File: config.mk
export PLATFORM = sky130hd
export DESIGN_NAME = orx_exec
export DESIGN_NICKNAME = d
export VERILOG_FILES = /design/src/design/orx_pkg.sv /design/src/design/orx_exec.sv
export VERILOG_INCLUDE_DIRS = /design/src /design/src/design
export SDC_FILE = /design/constraint.sdc
export NUM_CORES = 1
export LEC_CHECK = 0
export ABC_AREA = 1
export BUFFER_PORTS_ARGS = -buffer_cell sky130_fd_sc_hd__buf_2
export CAP_MARGIN = 30
export CORE_ASPECT_RATIO = 2
export CORE_UTILIZATION = 50
export CTS_BUF_LIST = sky130_fd_sc_hd__clkbuf_2
export CTS_CLUSTER_DIAMETER = 80
export CTS_CLUSTER_SIZE = 14
export DETAILED_ROUTE_END_ITERATION = 10
export PLACE_DENSITY = 0.77
export REMOVE_ABC_BUFFERS = 1
export SYNTH_ARGS = -nofsm -noshare
export SYNTH_HDL_FRONTEND = slang
export SYNTH_SLANG_ARGS = --single-unit
File: constraint.sdc
create_clock -name MCLK_I -period 3.1 [get_ports MCLK_I]
set_input_delay 0.31 -clock MCLK_I [delete_from_list [all_inputs] [get_ports MCLK_I]]
set_output_delay 0.31 -clock MCLK_I [all_outputs]
set_load 0.005 [all_outputs]
File: src/design/orx_defs.svh
// offsets, field positions, opcodes and reset values of the or/rotate execution block
`ifndef ORX_DEFS_SVH
`define ORX_DEFS_SVH

// register byte offsets on the axi4-lite slave
`define ORX_OFS_INSTR    4'h0
`define ORX_OFS_ACC      4'h4
`define ORX_OFS_STATUS   4'h8

// instruction word fields
`define ORX_OPC_HI       15
`define ORX_OPC_LO       8
`define ORX_DEST_BIT     8
`define ORX_OPC_IOR      8'hB3
`define ORX_OPC_ROTL     7'h11
`define ORX_OPC_ROTR     7'h0C

// status register bit positions
`define ORX_ST_CARRY     0
`define ORX_ST_ZERO      1
`define ORX_ST_BUSY      2
`define ORX_ST_UNSUP     3

// reset values
`define ORX_ACC_RST      8'h00
`define ORX_INSTR_RST    16'h0000
`define ORX_CARRY_RST    1'b0
`define ORX_ZERO_RST     1'b0

// axi response codes
`define ORX_RESP_OKAY    2'h0
`define ORX_RESP_SLVERR  2'h2

`endif

File: src/design/orx_pkg.sv
// types shared by the or/rotate execution block
package orx_pkg;

    // execution phases, gray coded along idle-read-exec-write
    typedef enum logic [1:0] {
        ORX_IDLE  = 2'b00,
        ORX_READ  = 2'b01,
        ORX_EXEC  = 2'b11,
        ORX_WRITE = 2'b10
    } orx_phase_e;

    // one instruction word: opcode byte over operand byte
    typedef struct packed {
        logic [7:0] opc;
        logic [7:0] opd;
    } orx_instr_s;

    // status flags kept by the block
    typedef struct packed {
        logic unsup;
        logic zero;
        logic carry;
    } orx_flags_s;

    // axi4-lite slave state
    typedef struct packed {
        logic        awready;
        logic        wready;
        logic        aw_held;
        logic        w_held;
        logic [3:0]  awaddr;
        logic [31:0] wdata;
        logic [3:0]  wstrb;
        logic        bvalid;
        logic [1:0]  bresp;
        logic        arready;
        logic        rvalid;
        logic [1:0]  rresp;
        logic [31:0] rdata;
    } orx_axi_s;

    // all state of the block apart from the two reset flops
    typedef struct packed {
        orx_phase_e  phase;
        logic        busy;
        orx_instr_s  instr;
        logic [7:0]  acc;
        orx_flags_s  flags;
        logic [7:0]  file_addr;
        logic        file_we;
        logic [7:0]  file_wdata;
        orx_axi_s    axi;
    } orx_state_s;

endpackage

File: src/design/orx_exec.sv
// execution datapath for or-literal, rotate-left and rotate-right-through-carry with axi4-lite access
//
// Functional notes
// - opcode B3 with literal: accumulator becomes accumulator OR literal.
// - the or-literal operand is the instruction's low byte, no file read.
// - opcode 0010001d: rotate addressed register left, bit 7 wraps to bit 0.
// - left rotate neither reads nor changes carry or zero; it clears the unsupported flag.
// - left rotate writes back to the register if d is set, else accumulator.
// - opcode 0001100d: rotate right, old carry into bit 7, bit 0 out.
// - right rotate loads carry with the bit shifted out of bit 0.
// - right rotate with d clear goes to accumulator, d set to register.
`timescale 1ns/1ns
`include "orx_defs.svh"

module orx_exec (
    input  wire logic        MCLK_I,
    input  wire logic        RSTN_I,
    // axi4-lite write address channel
    input  wire logic [3:0]  AWADDR_I,
    input  wire logic        AWVALID_I,
    output logic             AWREADY_O,
    // axi4-lite write data channel
    input  wire logic [31:0] WDATA_I,
    input  wire logic [3:0]  WSTRB_I,
    input  wire logic        WVALID_I,
    output logic             WREADY_O,
    // axi4-lite write response channel
    output logic [1:0]       BRESP_O,
    output logic             BVALID_O,
    input  wire logic        BREADY_I,
    // axi4-lite read address channel
    input  wire logic [3:0]  ARADDR_I,
    input  wire logic        ARVALID_I,
    output logic             ARREADY_O,
    // axi4-lite read data channel
    output logic [31:0]      RDATA_O,
    output logic [1:0]       RRESP_O,
    output logic             RVALID_O,
    input  wire logic        RREADY_I,
    // data register file port
    output logic [7:0]       FILE_ADDR_O,
    input  wire logic [7:0]  FILE_RDATA_I,
    output logic             FILE_WE_O,
    output logic [7:0]       FILE_WDATA_O,
    // core state for the rest of the core
    output logic [7:0]       ACC_O,
    output logic             CARRY_O,
    output logic             ZERO_O,
    output logic             BUSY_O
);

    logic                rst_meta_r;
    logic                rst_n_r;
    orx_pkg::orx_state_s r;
    orx_pkg::orx_state_s n;

    // reset release through two flops; assertion stays asynchronous
    // nothing else reads the raw pin, so a release near the edge cannot split the state
    always_ff @(posedge MCLK_I or negedge RSTN_I) begin
        if (!RSTN_I) begin
            rst_meta_r <= 1'b0;
            rst_n_r    <= 1'b0;
        end else begin
            rst_meta_r <= 1'b1;
            rst_n_r    <= rst_meta_r;
        end
    end

    // next-state logic: bus slave first, then the execution phases
    always_comb begin
        // scratch for the bus write path
        logic [31:0] wmask;
        logic [15:0] new_word;
        // scratch for the datapath
        logic [7:0]  fv;
        logic [7:0]  res;
        logic        to_file;
        logic        new_carry;
        logic        new_zero;
        logic        known;
        // fields of the word in flight
        logic [7:0]  opc;
        logic        dest;
        logic        is_ior;
        logic        is_rotl;
        logic        is_rotr;

        // defaults: every register holds, the word in flight is decoded once
        n         = r;
        wmask     = 32'h0000_0000;
        new_word  = 16'h0000;
        fv        = FILE_RDATA_I;
        res       = 8'h00;
        to_file   = 1'b0;
        new_carry = r.flags.carry;
        new_zero  = r.flags.zero;
        known     = 1'b1;
        opc       = r.instr[`ORX_OPC_HI:`ORX_OPC_LO];
        dest      = r.instr[`ORX_DEST_BIT];              // shares bit 8 with the opcode byte
        is_ior    = (opc == `ORX_OPC_IOR);
        is_rotl   = (opc[7:1] == `ORX_OPC_ROTL);
        is_rotr   = (opc[7:1] == `ORX_OPC_ROTR);

        // byte lanes of the held write data
        // only the instruction word honours lane 1; acc and status look at lane 0
        for (int i = 0; i < 4; i++) begin
            wmask[i*8 +: 8] = {8{r.axi.wstrb[i]}};
        end

        // address and data are caught independently, in either order
        if (AWVALID_I && r.axi.awready) begin
            n.axi.aw_held = 1'b1;
            n.axi.awaddr  = AWADDR_I;
            n.axi.awready = 1'b0;
        end

        // data may come first; it waits in the held copy for its address
        if (WVALID_I && r.axi.wready) begin
            n.axi.w_held = 1'b1;
            n.axi.wdata  = WDATA_I;
            n.axi.wstrb  = WSTRB_I;
            n.axi.wready = 1'b0;
        end

        // both halves held: perform the write and raise the response
        if (r.axi.aw_held && r.axi.w_held && !r.axi.bvalid) begin
            n.axi.aw_held = 1'b0;
            n.axi.w_held  = 1'b0;
            n.axi.bvalid  = 1'b1;
            n.axi.bresp   = `ORX_RESP_OKAY;
            // decoded from the held address; the live bus may already carry the next one
            unique case (r.axi.awaddr)
                `ORX_OFS_INSTR: begin
                    // a new instruction cannot overtake one in flight
                    if (r.busy) begin
                        n.axi.bresp = `ORX_RESP_SLVERR;
                    end else begin
                        new_word    = (r.instr & ~wmask[15:0]) | (r.axi.wdata[15:0] & wmask[15:0]);
                        n.instr     = new_word;
                        n.file_addr = new_word[7:0];
                        n.phase     = orx_pkg::ORX_READ;
                        n.busy      = 1'b1;
                    end
                end

                // an instruction writing acc in its exec phase on the same edge overrides this write
                `ORX_OFS_ACC: begin
                    if (r.axi.wstrb[0]) begin
                        n.acc = r.axi.wdata[7:0];
                    end
                end

                // busy is read-only: bit 2 of the write data is dropped
                `ORX_OFS_STATUS: begin
                    if (r.axi.wstrb[0]) begin
                        n.flags.carry = r.axi.wdata[`ORX_ST_CARRY];
                        n.flags.zero  = r.axi.wdata[`ORX_ST_ZERO];
                        n.flags.unsup = r.axi.wdata[`ORX_ST_UNSUP];
                    end
                end

                // unmapped offset: answer with an error and change nothing
                default: begin
                    n.axi.bresp = `ORX_RESP_SLVERR;
                end
            endcase
        end

        // response taken: reopen both write channels
        if (r.axi.bvalid && BREADY_I) begin
            n.axi.bvalid  = 1'b0;
            n.axi.awready = 1'b1;
            n.axi.wready  = 1'b1;
        end

        // read: data is registered, so rvalid follows the address by one edge
        if (ARVALID_I && r.axi.arready) begin
            n.axi.arready = 1'b0;
            n.axi.rvalid  = 1'b1;
            n.axi.rresp   = `ORX_RESP_OKAY;
            n.axi.rdata   = 32'h0000_0000;
            unique case (ARADDR_I)
                `ORX_OFS_INSTR: begin
                    n.axi.rdata[15:0] = r.instr;
                end

                `ORX_OFS_ACC: begin
                    n.axi.rdata[7:0] = r.acc;
                end

                // flags and busy gathered into one word; unused bits stay zero
                `ORX_OFS_STATUS: begin
                    n.axi.rdata[`ORX_ST_CARRY] = r.flags.carry;
                    n.axi.rdata[`ORX_ST_ZERO]  = r.flags.zero;
                    n.axi.rdata[`ORX_ST_BUSY]  = r.busy;
                    n.axi.rdata[`ORX_ST_UNSUP] = r.flags.unsup;
                end

                // unmapped offset reads as zero with an error
                default: begin
                    n.axi.rresp = `ORX_RESP_SLVERR;
                end
            endcase
        end
        // read data taken: reopen the address channel
        if (r.axi.rvalid && RREADY_I) begin
            n.axi.rvalid  = 1'b0;
            n.axi.arready = 1'b1;
        end

        // execution phases, one clock each after idle, mirroring decode-read-execute-write
        unique case (r.phase)
            orx_pkg::ORX_IDLE: begin
                // waiting for an instruction write; keep the strobe low
                n.file_we = 1'b0;
            end

            orx_pkg::ORX_READ: begin
                // file address is stable here; the file answers by the next edge
                n.phase = orx_pkg::ORX_EXEC;
            end

            orx_pkg::ORX_EXEC: begin
                // fv is sampled on this edge: a combinational or one-stage registered file both fit
                if (is_ior) begin
                    // literal comes from the word itself; whatever fv carries is ignored
                    res      = r.acc | r.instr.opd;
                    to_file  = 1'b0;
                    new_zero = (res == 8'h00);
                end else if (is_rotl) begin
                    // plain eight-bit rotate: carry neither feeds nor takes a bit
                    res     = {fv[6:0], fv[7]};
                    to_file = dest;
                end else if (is_rotr) begin
                    // nine-bit loop: old carry enters at the top, bit 0 leaves into carry
                    res       = {r.flags.carry, fv[7:1]};
                    new_carry = fv[0];
                    to_file   = dest;
                end else begin
                    // any other opcode is not ours: flag it and touch nothing
                    known = 1'b0;
                end
                // a known opcode commits its flags, then its result to exactly one target
                if (known) begin
                    n.flags.carry = new_carry;
                    n.flags.zero  = new_zero;
                    n.flags.unsup = 1'b0;
                    if (to_file) begin
                        n.file_we    = 1'b1;
                        n.file_wdata = res;
                    end else begin
                        n.acc = res;
                    end
                end else begin
                    // only the unsupported flag moves; acc and the file stay as they were
                    n.flags.unsup = 1'b1;
                end
                n.phase = orx_pkg::ORX_WRITE;
            end

            orx_pkg::ORX_WRITE: begin
                // file write strobe lasts exactly this one cycle
                n.file_we = 1'b0;
                n.busy    = 1'b0;
                n.phase   = orx_pkg::ORX_IDLE;
            end
        endcase
    end

    // the single state register; everything resets to a constant
    always_ff @(posedge MCLK_I or negedge rst_n_r) begin
        if (!rst_n_r) begin
            // clear everything, then set the ready bits and the fields with a named reset value
            r             <= '0;
            r.phase       <= orx_pkg::ORX_IDLE;
            r.instr       <= `ORX_INSTR_RST;
            r.acc         <= `ORX_ACC_RST;
            r.flags.carry <= `ORX_CARRY_RST;
            r.flags.zero  <= `ORX_ZERO_RST;
            r.axi.awready <= 1'b1;
            r.axi.wready  <= 1'b1;
            r.axi.arready <= 1'b1;
        end else begin
            r <= n;
        end
    end

    // all outputs come straight from the state register; bus side first
    assign AWREADY_O    = r.axi.awready;
    assign WREADY_O     = r.axi.wready;
    assign BRESP_O      = r.axi.bresp;
    assign BVALID_O     = r.axi.bvalid;
    assign ARREADY_O    = r.axi.arready;
    assign RDATA_O      = r.axi.rdata;
    assign RRESP_O      = r.axi.rresp;
    assign RVALID_O     = r.axi.rvalid;

    // register file port: address holds until the next instruction, data until the next file write
    assign FILE_ADDR_O  = r.file_addr;
    assign FILE_WE_O    = r.file_we;
    assign FILE_WDATA_O = r.file_wdata;

    // core state seen by the rest of the core
    assign ACC_O        = r.acc;
    assign CARRY_O      = r.flags.carry;
    assign ZERO_O       = r.flags.zero;
    assign BUSY_O       = r.busy;

endmodule

==> results list, run 1 <==
* Required time of the worst setup path: 3.57 ns
- Clock latency on the worst-skew pair, taken at its later pin, is 0.56 ns.
* Top-level I/O count: approximately 130
- The routed layout has about 3700 vias.
* Number of register bits inferred by synthesis: 88
* Cells taking the most area after synthesis: sky130_fd_sc_hd__dfrtp_1, sky130_fd_sc_hd__nand2_1, sky130_fd_sc_hd__buf_4
- The worst setup path is of the flip-flop to flip-flop kind.
* Root Buffer Master: sky130_fd_sc_hd__clkbuf_2
* Hold/Removal Path Class: input pin to flip-flop
* Total power draw: 3.54 mW
- Among all flip-flop cells after synthesis, the most frequent one is sky130_fd_sc_hd__dfrtp_1.
- Warnings from Yosys: 0
* Gate Count Post-Synth: between 500 and 600
- Area Growth Syn to Fin: 13.4%
- Number of violations reported at the end of detailed-routing iteration 0: about 270
* Placeable core region: about 9000 sq um
* Width of the chip: between 60 and 70 um
* Residual DRC: 0
- Post-Synthesis Cell Area: ~4600 sq um
- Post-layout min period: 1.82 ns
- Antenna violations before repair: 1
- The run finished with clean final reports.
* Drt wl/cell: about 15 um
- Dividing the detail-routed via count by the number of cells gives roughly 5.
* Gates resized, CTS repair: 0
- Of all nets on the critical path, the largest fanout is 20.
- The final critical path takes up between 50% and 60% of the cycle.
- For this design the ratio of total power to cell area is roughly 680 nW/um^2.
- Sinks on Clock Net: a little under 90
- The synthesized design contains 0 enable-type register cells.
- The pre-antenna-repair detailed-routing pass consisted of 4 iterations.
* Leakage power of the design: ~2.9 nW
- Max_slew headroom: between 50% and 60%
- Count of antenna-violating nets left after detailed routing: 0
- Post-CTS setup buffer count: 0
* Launching element type of the critical path: flip-flop
- Counting along the longest clock path gives a buffer depth of 2.
- Sequential area share after synthesis: a little under half
- Total detailed-routing wirelength: around 11000 um
- The count of final hold-check violations is 0.
- Number of max-slew violations in the final report: 0
- After clock tree synthesis, the clock-pin slew on the worst setup and hold paths is roughly 0.25 ns.
- The worst-case IR drop observed on VDD is around 0.4 mV.
- Port buffering added just over 90 buffers.
- Setup violations remaining at the end of the flow were counted as 0.
- All-layer global routing usage: about a quarter
- Post-layout nets: 700
* Number of H-tree levels: 3
- Clock skew on the completed layout was measured at around 0.040 ns.
- From bottom edge to top edge, the die measures roughly 140 um.
- Mean Syn Cell Area: approximately 8.3 sq um
- STA classifies the critical path endpoint as a flip-flop.
- The via count of the first global-routing pass came to 3656.
- Count of cell types in the netlist: 34
- Largest net degree at the start of global routing: between 50 and 60
- For this run, the top clock speed supported by timing is ~550 MHz.
- The biggest area contributor in the post-synthesis netlist is sky130_fd_sc_hd__dfrtp_1.
- Max-cap violations in this run came to 0.
- Total overflow reported by the global router: 0
- Starting density of the core: 51.5%
- After legalization and detailed placement, the total HPWL measured approximately 8300 um.
- Cts bufs inserted: 9
* Critical path data arrival time: 2.29 ns
* Wire length of the first global-routing pass: 17500 um
- The floorplan step defined a die boundary enclosing a little under 10000 sq um.
- GP Congestion: 0.933
- In this run the core area contains just under 50 standard-cell rows.
- Summed over its instances, the top area cell type makes up a little under half of the synthesized netlist area.
- Clock tree from TritonCTS: done
- Slew at the pin closest to its max-slew limit: 0.682 ns
* Setup repair after global routing missed its margin: false
- Setup total negative slack on the finished layout was measured at 0 ns.
- Fraction of final layout cells sized beyond drive strength 1: 24.3%
- Counting flops with an async set or reset pin after synthesis yields a share of 100%.
[worst max-delay path, cell delays in order (launching register included)]
cell and delay (ns):
sky130_fd_sc_hd__dfstp_2 0.59, sky130_fd_sc_hd__nand2_1 0.37, sky130_fd_sc_hd__inv_1 0.55, sky130_fd_sc_hd__nor2_1 0.09, sky130_fd_sc_hd__a31oi_1 0.16
[Yosys cell counts (all sizes together), types with 4 or more instances]
cell type,instances
clkbuf,7
a21oi,6
a31oi,4
inv,50
nand2,186
nor3,4
dfrtp,85
o31ai,6
nand3,35
o21ai,44
nor2,46
o211ai,4
buf,63
or2,8
[what timing repair did]
action | in CTS | in global routing
setup endpoints to repair | 0 | 0
hold buffers | 32 | 0
hold endpoints to repair | 29 | 0
[worst paths after layout]
path | start | endpoint | slack, ns | cells past startpoint
setup / recovery | ARREADY_O | RDATA_O[5] | 1.28 | 4
min in group asynchronous | rst_n_r | FILE_WDATA_O[3] | 0.29 | 0
setup reg to reg | ARREADY_O | RDATA_O[5] | 1.28 | 4
hold / removal | FILE_RDATA_I[2] | ACC_O[1] | 0.13 | 5
hold reg to reg | rst_n_r | FILE_WDATA_O[3] | 0.29 | 0
max in group asynchronous | RSTN_I | rst_n_r | 1.82 | 4
[cell type report]
class / instances / area (sq um)
fillers: 817 / 3720
clock buffers: 10 / 50.0
multi-input cells: 364 / 1760
flip-flops and latches: 88 / 2210
repair buffers: 127 / 826
well taps: 102 / 128
diodes: 1 / 2.50
clock inverters: 6 / 50.0
inverters: 51 / 201
[logic make-up after synthesis]
logic type | after synthesis | synth area share [%]
and+or+nand+nor | 281 | 27.7
buffers and inverters | 121 | 15.3
DFF | 88 | 47.9
AOI/OAI and AO/OA | 64 | 8.91
other | 2 | 0.163
[placed cells by master, fill, tap and decap left out, types with 2 or more instances in the layout]
| master | instances |
|---|---|
| sky130_fd_sc_hd__buf_4 | 3 |
| sky130_fd_sc_hd__nand3_4 | 3 |
| sky130_fd_sc_hd__nand2_4 | 4 |
| sky130_fd_sc_hd__nand2_1 | 178 |
| sky130_fd_sc_hd__or2_2 | 5 |
| sky130_fd_sc_hd__buf_2 | 91 |
| sky130_fd_sc_hd__inv_6 | 2 |
| sky130_fd_sc_hd__o21ai_0 | 29 |
| sky130_fd_sc_hd__nand3_2 | 2 |
| sky130_fd_sc_hd__a21oi_1 | 5 |
| sky130_fd_sc_hd__dfstp_2 | 3 |
| sky130_fd_sc_hd__nor3_1 | 3 |
| sky130_fd_sc_hd__inv_2 | 2 |
| sky130_fd_sc_hd__inv_1 | 46 |
| sky130_fd_sc_hd__dfrtp_1 | 84 |
| sky130_fd_sc_hd__nor2_1 | 39 |
| sky130_fd_sc_hd__conb_1 | 19 |
| sky130_fd_sc_hd__o211ai_1 | 4 |
| sky130_fd_sc_hd__or2_1 | 3 |
| sky130_fd_sc_hd__clkinv_1 | 5 |
| sky130_fd_sc_hd__clkbuf_2 | 10 |
| sky130_fd_sc_hd__nand3_1 | 30 |
| sky130_fd_sc_hd__o31ai_1 | 6 |
| sky130_fd_sc_hd__dlygate4sd3_1 | 32 |
| sky130_fd_sc_hd__a31oi_1 | 4 |
| sky130_fd_sc_hd__nor2_4 | 5 |
| sky130_fd_sc_hd__o21ai_2 | 15 |
| sky130_fd_sc_hd__nand2_2 | 4 |
[layer usage]
metal / vias up / track usage [%] / share of wire [%] / routed length [um]
met3: 31 / 3.80 / 3.9 / 436
met5: - / 0 / 0 / 0
met1: 1744 / 24.9 / 37 / 4150
li1: 1847 / - / - / -
met2: 124 / 44.8 / 54 / 6060
met4: 0 / 14.7 / 4.4 / 488
[metrics by stage]
| stage | instances | area, sq um | utilization, % | hold slack (ns) | worst slack [ns] |
|---|---|---|---|---|---|
| global placement | 699 | 4780 | 53.4 | 0.0946 | 1.36 |
| detailed placement | 700 | 4800 | 53.7 | 0.0972 | 1.29 |
| finish | 749 | 5230 | 58.4 | 0.135 | 1.28 |
| CTS | 748 | 5220 | 58.4 | 0.0867 | 1.25 |
| global route | 749 | 5230 | 58.4 | 0.133 | 1.05 |
| floorplan | 503 | 4170 | - | 0.0144 | 0.473 |
[power by group]
part	leakage [nW]	internal [mW]	switching (mW)	total [mW]
Clock	0.0659	0.178	0.380	0.558
Sequential	1.13	1.52	0.306	1.83
Combinational	1.66	0.469	0.688	1.16
Total	2.85	2.17	1.37	3.54
No activity file was read; power rests on OpenSTA's default activity.
==> run 2: changes to the inputs <==
ABC_AREA = 0   (was 1)
clock period = 1.89 ns   (was 3.1 ns; I/O delays follow)
==> results list, run 2 <==
- The flow ran to the end, but the final reports show violations.
- Violated checks: negative setup slack
- Post-Synthesis Cell Area: 4400 sq um (-4.5%)
* Placeable core region: 8590 sq um (-4.1%)
- The die extent in y was 135 um (-2.2%).
- The number of antenna violations at the first check in global routing came to 1 (unchanged).
- Max_slew headroom: 61.8% (+7.4 points)
* Leakage power of the design: 2.65 nW (-6.9%)
- Count of cell types in the netlist: 48 (+41%)
- Number of H-tree levels: 3 (unchanged)
* Leading cell types in the layout, fill and taps excluded: sky130_fd_sc_hd__buf_2, sky130_fd_sc_hd__dfrtp_1, sky130_fd_sc_hd__mux2_2, sky130_fd_sc_hd__dlygate4sd3_1, sky130_fd_sc_hd__nand2_1
- The number of pins exceeding their max-slew limit in the final report was 0 (unchanged).
- Cts bufs inserted: 9 (unchanged)
- The total instance count after detailed placement is 548 (-22%).
- The sequential share of the synthesized area came to 50.1% (+2.2 points).
- The count of flip-flops with a built-in enable after synthesis is 0 (unchanged).
* Setup repair after global routing missed its margin: true
- The global placement routability congestion came to 0.917 (-1.8%).
- The Yosys warning count came to 0 (unchanged).
- Number of global-route vias before repair: 3397 (-7.1%)
* Width of the chip: 68.3 um (-2.2%)
- IO buf count: 91 (unchanged)
- The post-layout total power came to 5.80 mW (+64%).
- Period utilization: 103% (+44 points)
- Post-layout nets: 563 (-20%)
- The max-cap violation count is 0 (unchanged).
- The remaining number of nets flagged by the antenna check after routing was 0 (unchanged).
- The number of DRC markers in iteration 0 came to 171 (-37%).
- Non-filler instance count after layout: 610 (-19%)
- The worst slack on hold paths is 0.0454 ns (-0.0894 ns).
- Number of register bits inferred by synthesis: 88 (unchanged)
* Commonest cells post-synth: sky130_fd_sc_hd__dfrtp_1, sky130_fd_sc_hd__buf_4, sky130_fd_sc_hd__mux2_2
* Starting density of the core: 51.3% (-0.21 points)
- The proportion of layout cells with a drive suffix above 1 came to 37.5% (+13 points).
* All-layer global routing usage: 24.1% (+0.031 points)
* Clock slew at reported path FFs: 0.25 ns (about the same)
- Worst clock skew: 0.0502 ns (+0.0101 ns)
* Critical hold path startpoint: ARADDR_I[2]
- Largest net degree at the start of global routing: 42 (-18%)
- The mean instance size in the synthesized netlist came to 11.1 sq um (+34%).
* Post-placement setup slack: 0.0246 ns (-1.27 ns)
* Sinks on Clock Net: 88 (unchanged)
- The latest clock arrival within the worst-skew pair was 0.60 ns (+0.04 ns).
- The post-detailed-route wirelength per cell was 16.6 um (+12%).
- The count of filler cells inserted in the layout is 685 (-16%).
- The routed wire length is 10100 um (-9.1%).
* Launching element type of the critical path: flip-flop
* Wire length of the first global-routing pass: 16200 um (-7.2%)
- TritonCTS built the clock tree.
- Top-level I/O count: 128 (unchanged)
* Post-Place Cell Area: 4680 sq um (-2.5%)
- Maximum achievable frequency: 516 MHz (-6.3%)
- Most common cell after layout, fill and taps aside: sky130_fd_sc_hd__buf_2
- Hold/Removal Path Class: input pin to flip-flop
- Fraction of synthesis flops using an asynchronous set or reset pin: 100% (unchanged)
- Root Buffer Master: sky130_fd_sc_hd__clkbuf_2
- The die area was 9210 sq um (-4.4%).
* Final HPWL DP: 7320 um (-12%)
- The post-layout worst setup margin was -0.0490 ns (-1.33 ns).
- The final global-route overflow total was 0 (unchanged).
- The data required time at the worst endpoint is 2.38 ns (-1.19 ns).
* Maximum number of buffers from clock root to sink: 2 (unchanged)
- The mean number of vias per cell is 5.50 (+10%).
- Maximum vdd ir drop: 0.684 mV (+72%)
- The area share of the leading cell type in the synthesized netlist was 48.3% (+2.2 points).
- Slew at the pin closest to its max-slew limit: 0.569 ns (-0.113 ns)
- The data arrival time of the critical path came to 2.43 ns (+0.14 ns).
* Power Density: 1090 nW/um^2 (+62%)
- The final core utilization is 61.7% (+3.3 points).
- The internal reg-to-reg setup slack came to -0.05 ns (-1.33 ns).
- Cells taking the most area after synthesis: sky130_fd_sc_hd__dfrtp_1, sky130_fd_sc_hd__mux2_2, sky130_fd_sc_hd__buf_4
- Worst setup EP type: flip-flop
- Most frequently used flop master after synthesis: sky130_fd_sc_hd__dfrtp_1
- Final instance area: 5300 sq um (+1.4%)
- Final Hold Viols: 0 (unchanged)
- The number of core rows is 48 (-2.0%).
- The critical path in this run is classified as flip-flop to flip-flop.
* Number of detailed-route iterations in the first pass: 4 (unchanged)
- Largest fanout on the critical path: 7 (-65%)
* Total negative slack: -0.0595 ns (-0.0595 ns)
* Most frequent cell after synthesis: sky130_fd_sc_hd__dfrtp_1
* Post-layout min period: 1.94 ns (+0.123 ns)
* Total number of vias: 3355 (-10%)
- The post-synthesis instance total is 395 (-29%).
* Area Growth Syn to Fin: 20.4%
- Residual DRC: 0 (unchanged)
* Setup violations, final: 3 (+3)
* Cell taking the most area after synthesis: sky130_fd_sc_hd__dfrtp_1
-- run 2: cell types whose count changed after synthesis, sizes merged, moves of 7 or more --
cell | previous run | this run
nand3 | 35 | 4
nand2 | 186 | 31
a22o | 0 | 9
inv | 50 | 12
mux2 | 0 | 42
a21oi | 6 | 26
mux2i | 0 | 19
or2 | 8 | 1
o21ai | 44 | 17
nor2 | 46 | 14
-- run 2: worst max-delay path: stages, from the launching register on --
cell,delay [ns]
sky130_fd_sc_hd__dfrtp_2,0.52
sky130_fd_sc_hd__or2_4,0.29
sky130_fd_sc_hd__a2111oi_4,0.34
sky130_fd_sc_hd__buf_4,0.19
sky130_fd_sc_hd__o21ai_4,0.08
sky130_fd_sc_hd__and3_4,0.17
sky130_fd_sc_hd__a221o_1,0.26
-- run 2: layer usage --
metal / GRT usage, % / wire, um
met3: 4.73 / 508
met1: 26.2 / 3700
met2: 40.4 / 5410
met5: 0 / 0
met4: 16.0 / 505
-- run 2: logic make-up after synthesis --
family / share of synthesized area, %
other: 0.171
flip-flops: 50.1
AND/OR/NAND/NOR: 9.01
AO/OA/AOI/OAI: 12.9
buffers and inverters: 12.7
multiplexers: 15.1
-- run 2: worst paths after layout --
| path | end | cells past startpoint |
|---|---|---|
| worst max-delay path | ZERO_O | 6 |
| worst min-delay path | RDATA_O[7] | 3 |
| worst max register to register | ZERO_O | 6 |
| worst min register to register | async pin | 0 |
| max in group asynchronous | FILE_WDATA_O[4] | 1 |
| min in group asynchronous | async pin | 0 |
-- run 2: area by class of cell --
cell class              count  area, sq um  share of cell area (%)
multi-input cells         239         1740                    32.9
well taps                 100          125                    2.36
diodes                      1         2.50                  0.0472
repair buffers            154         1040                    19.6
flip-flops and latches     88         2210                    41.7
inverters                  12         45.0                   0.850
clock buffers              11         55.1                    1.04
clock inverters             5         73.8                    1.39
-- run 2: what timing repair did --
item | 4_1_cts | 5_1_grt
resized for setup | 3 | 8
cloned | 0 | 0
hold buffers | 40 | 0
pin swaps | 0 | 5
endpoints found under the setup margin | 3 | 15
buffers inserted | 0 | 5
endpoints found under the hold margin | 45 | 0
-- run 2: where the power goes --
part	leakage, nW	internal (mW)	total, mW	switching (mW)
Clock	0.0834	0.440	1.06	0.617
Sequential	1.10	2.45	3.04	0.591
Combinational	1.47	0.958	1.71	0.748
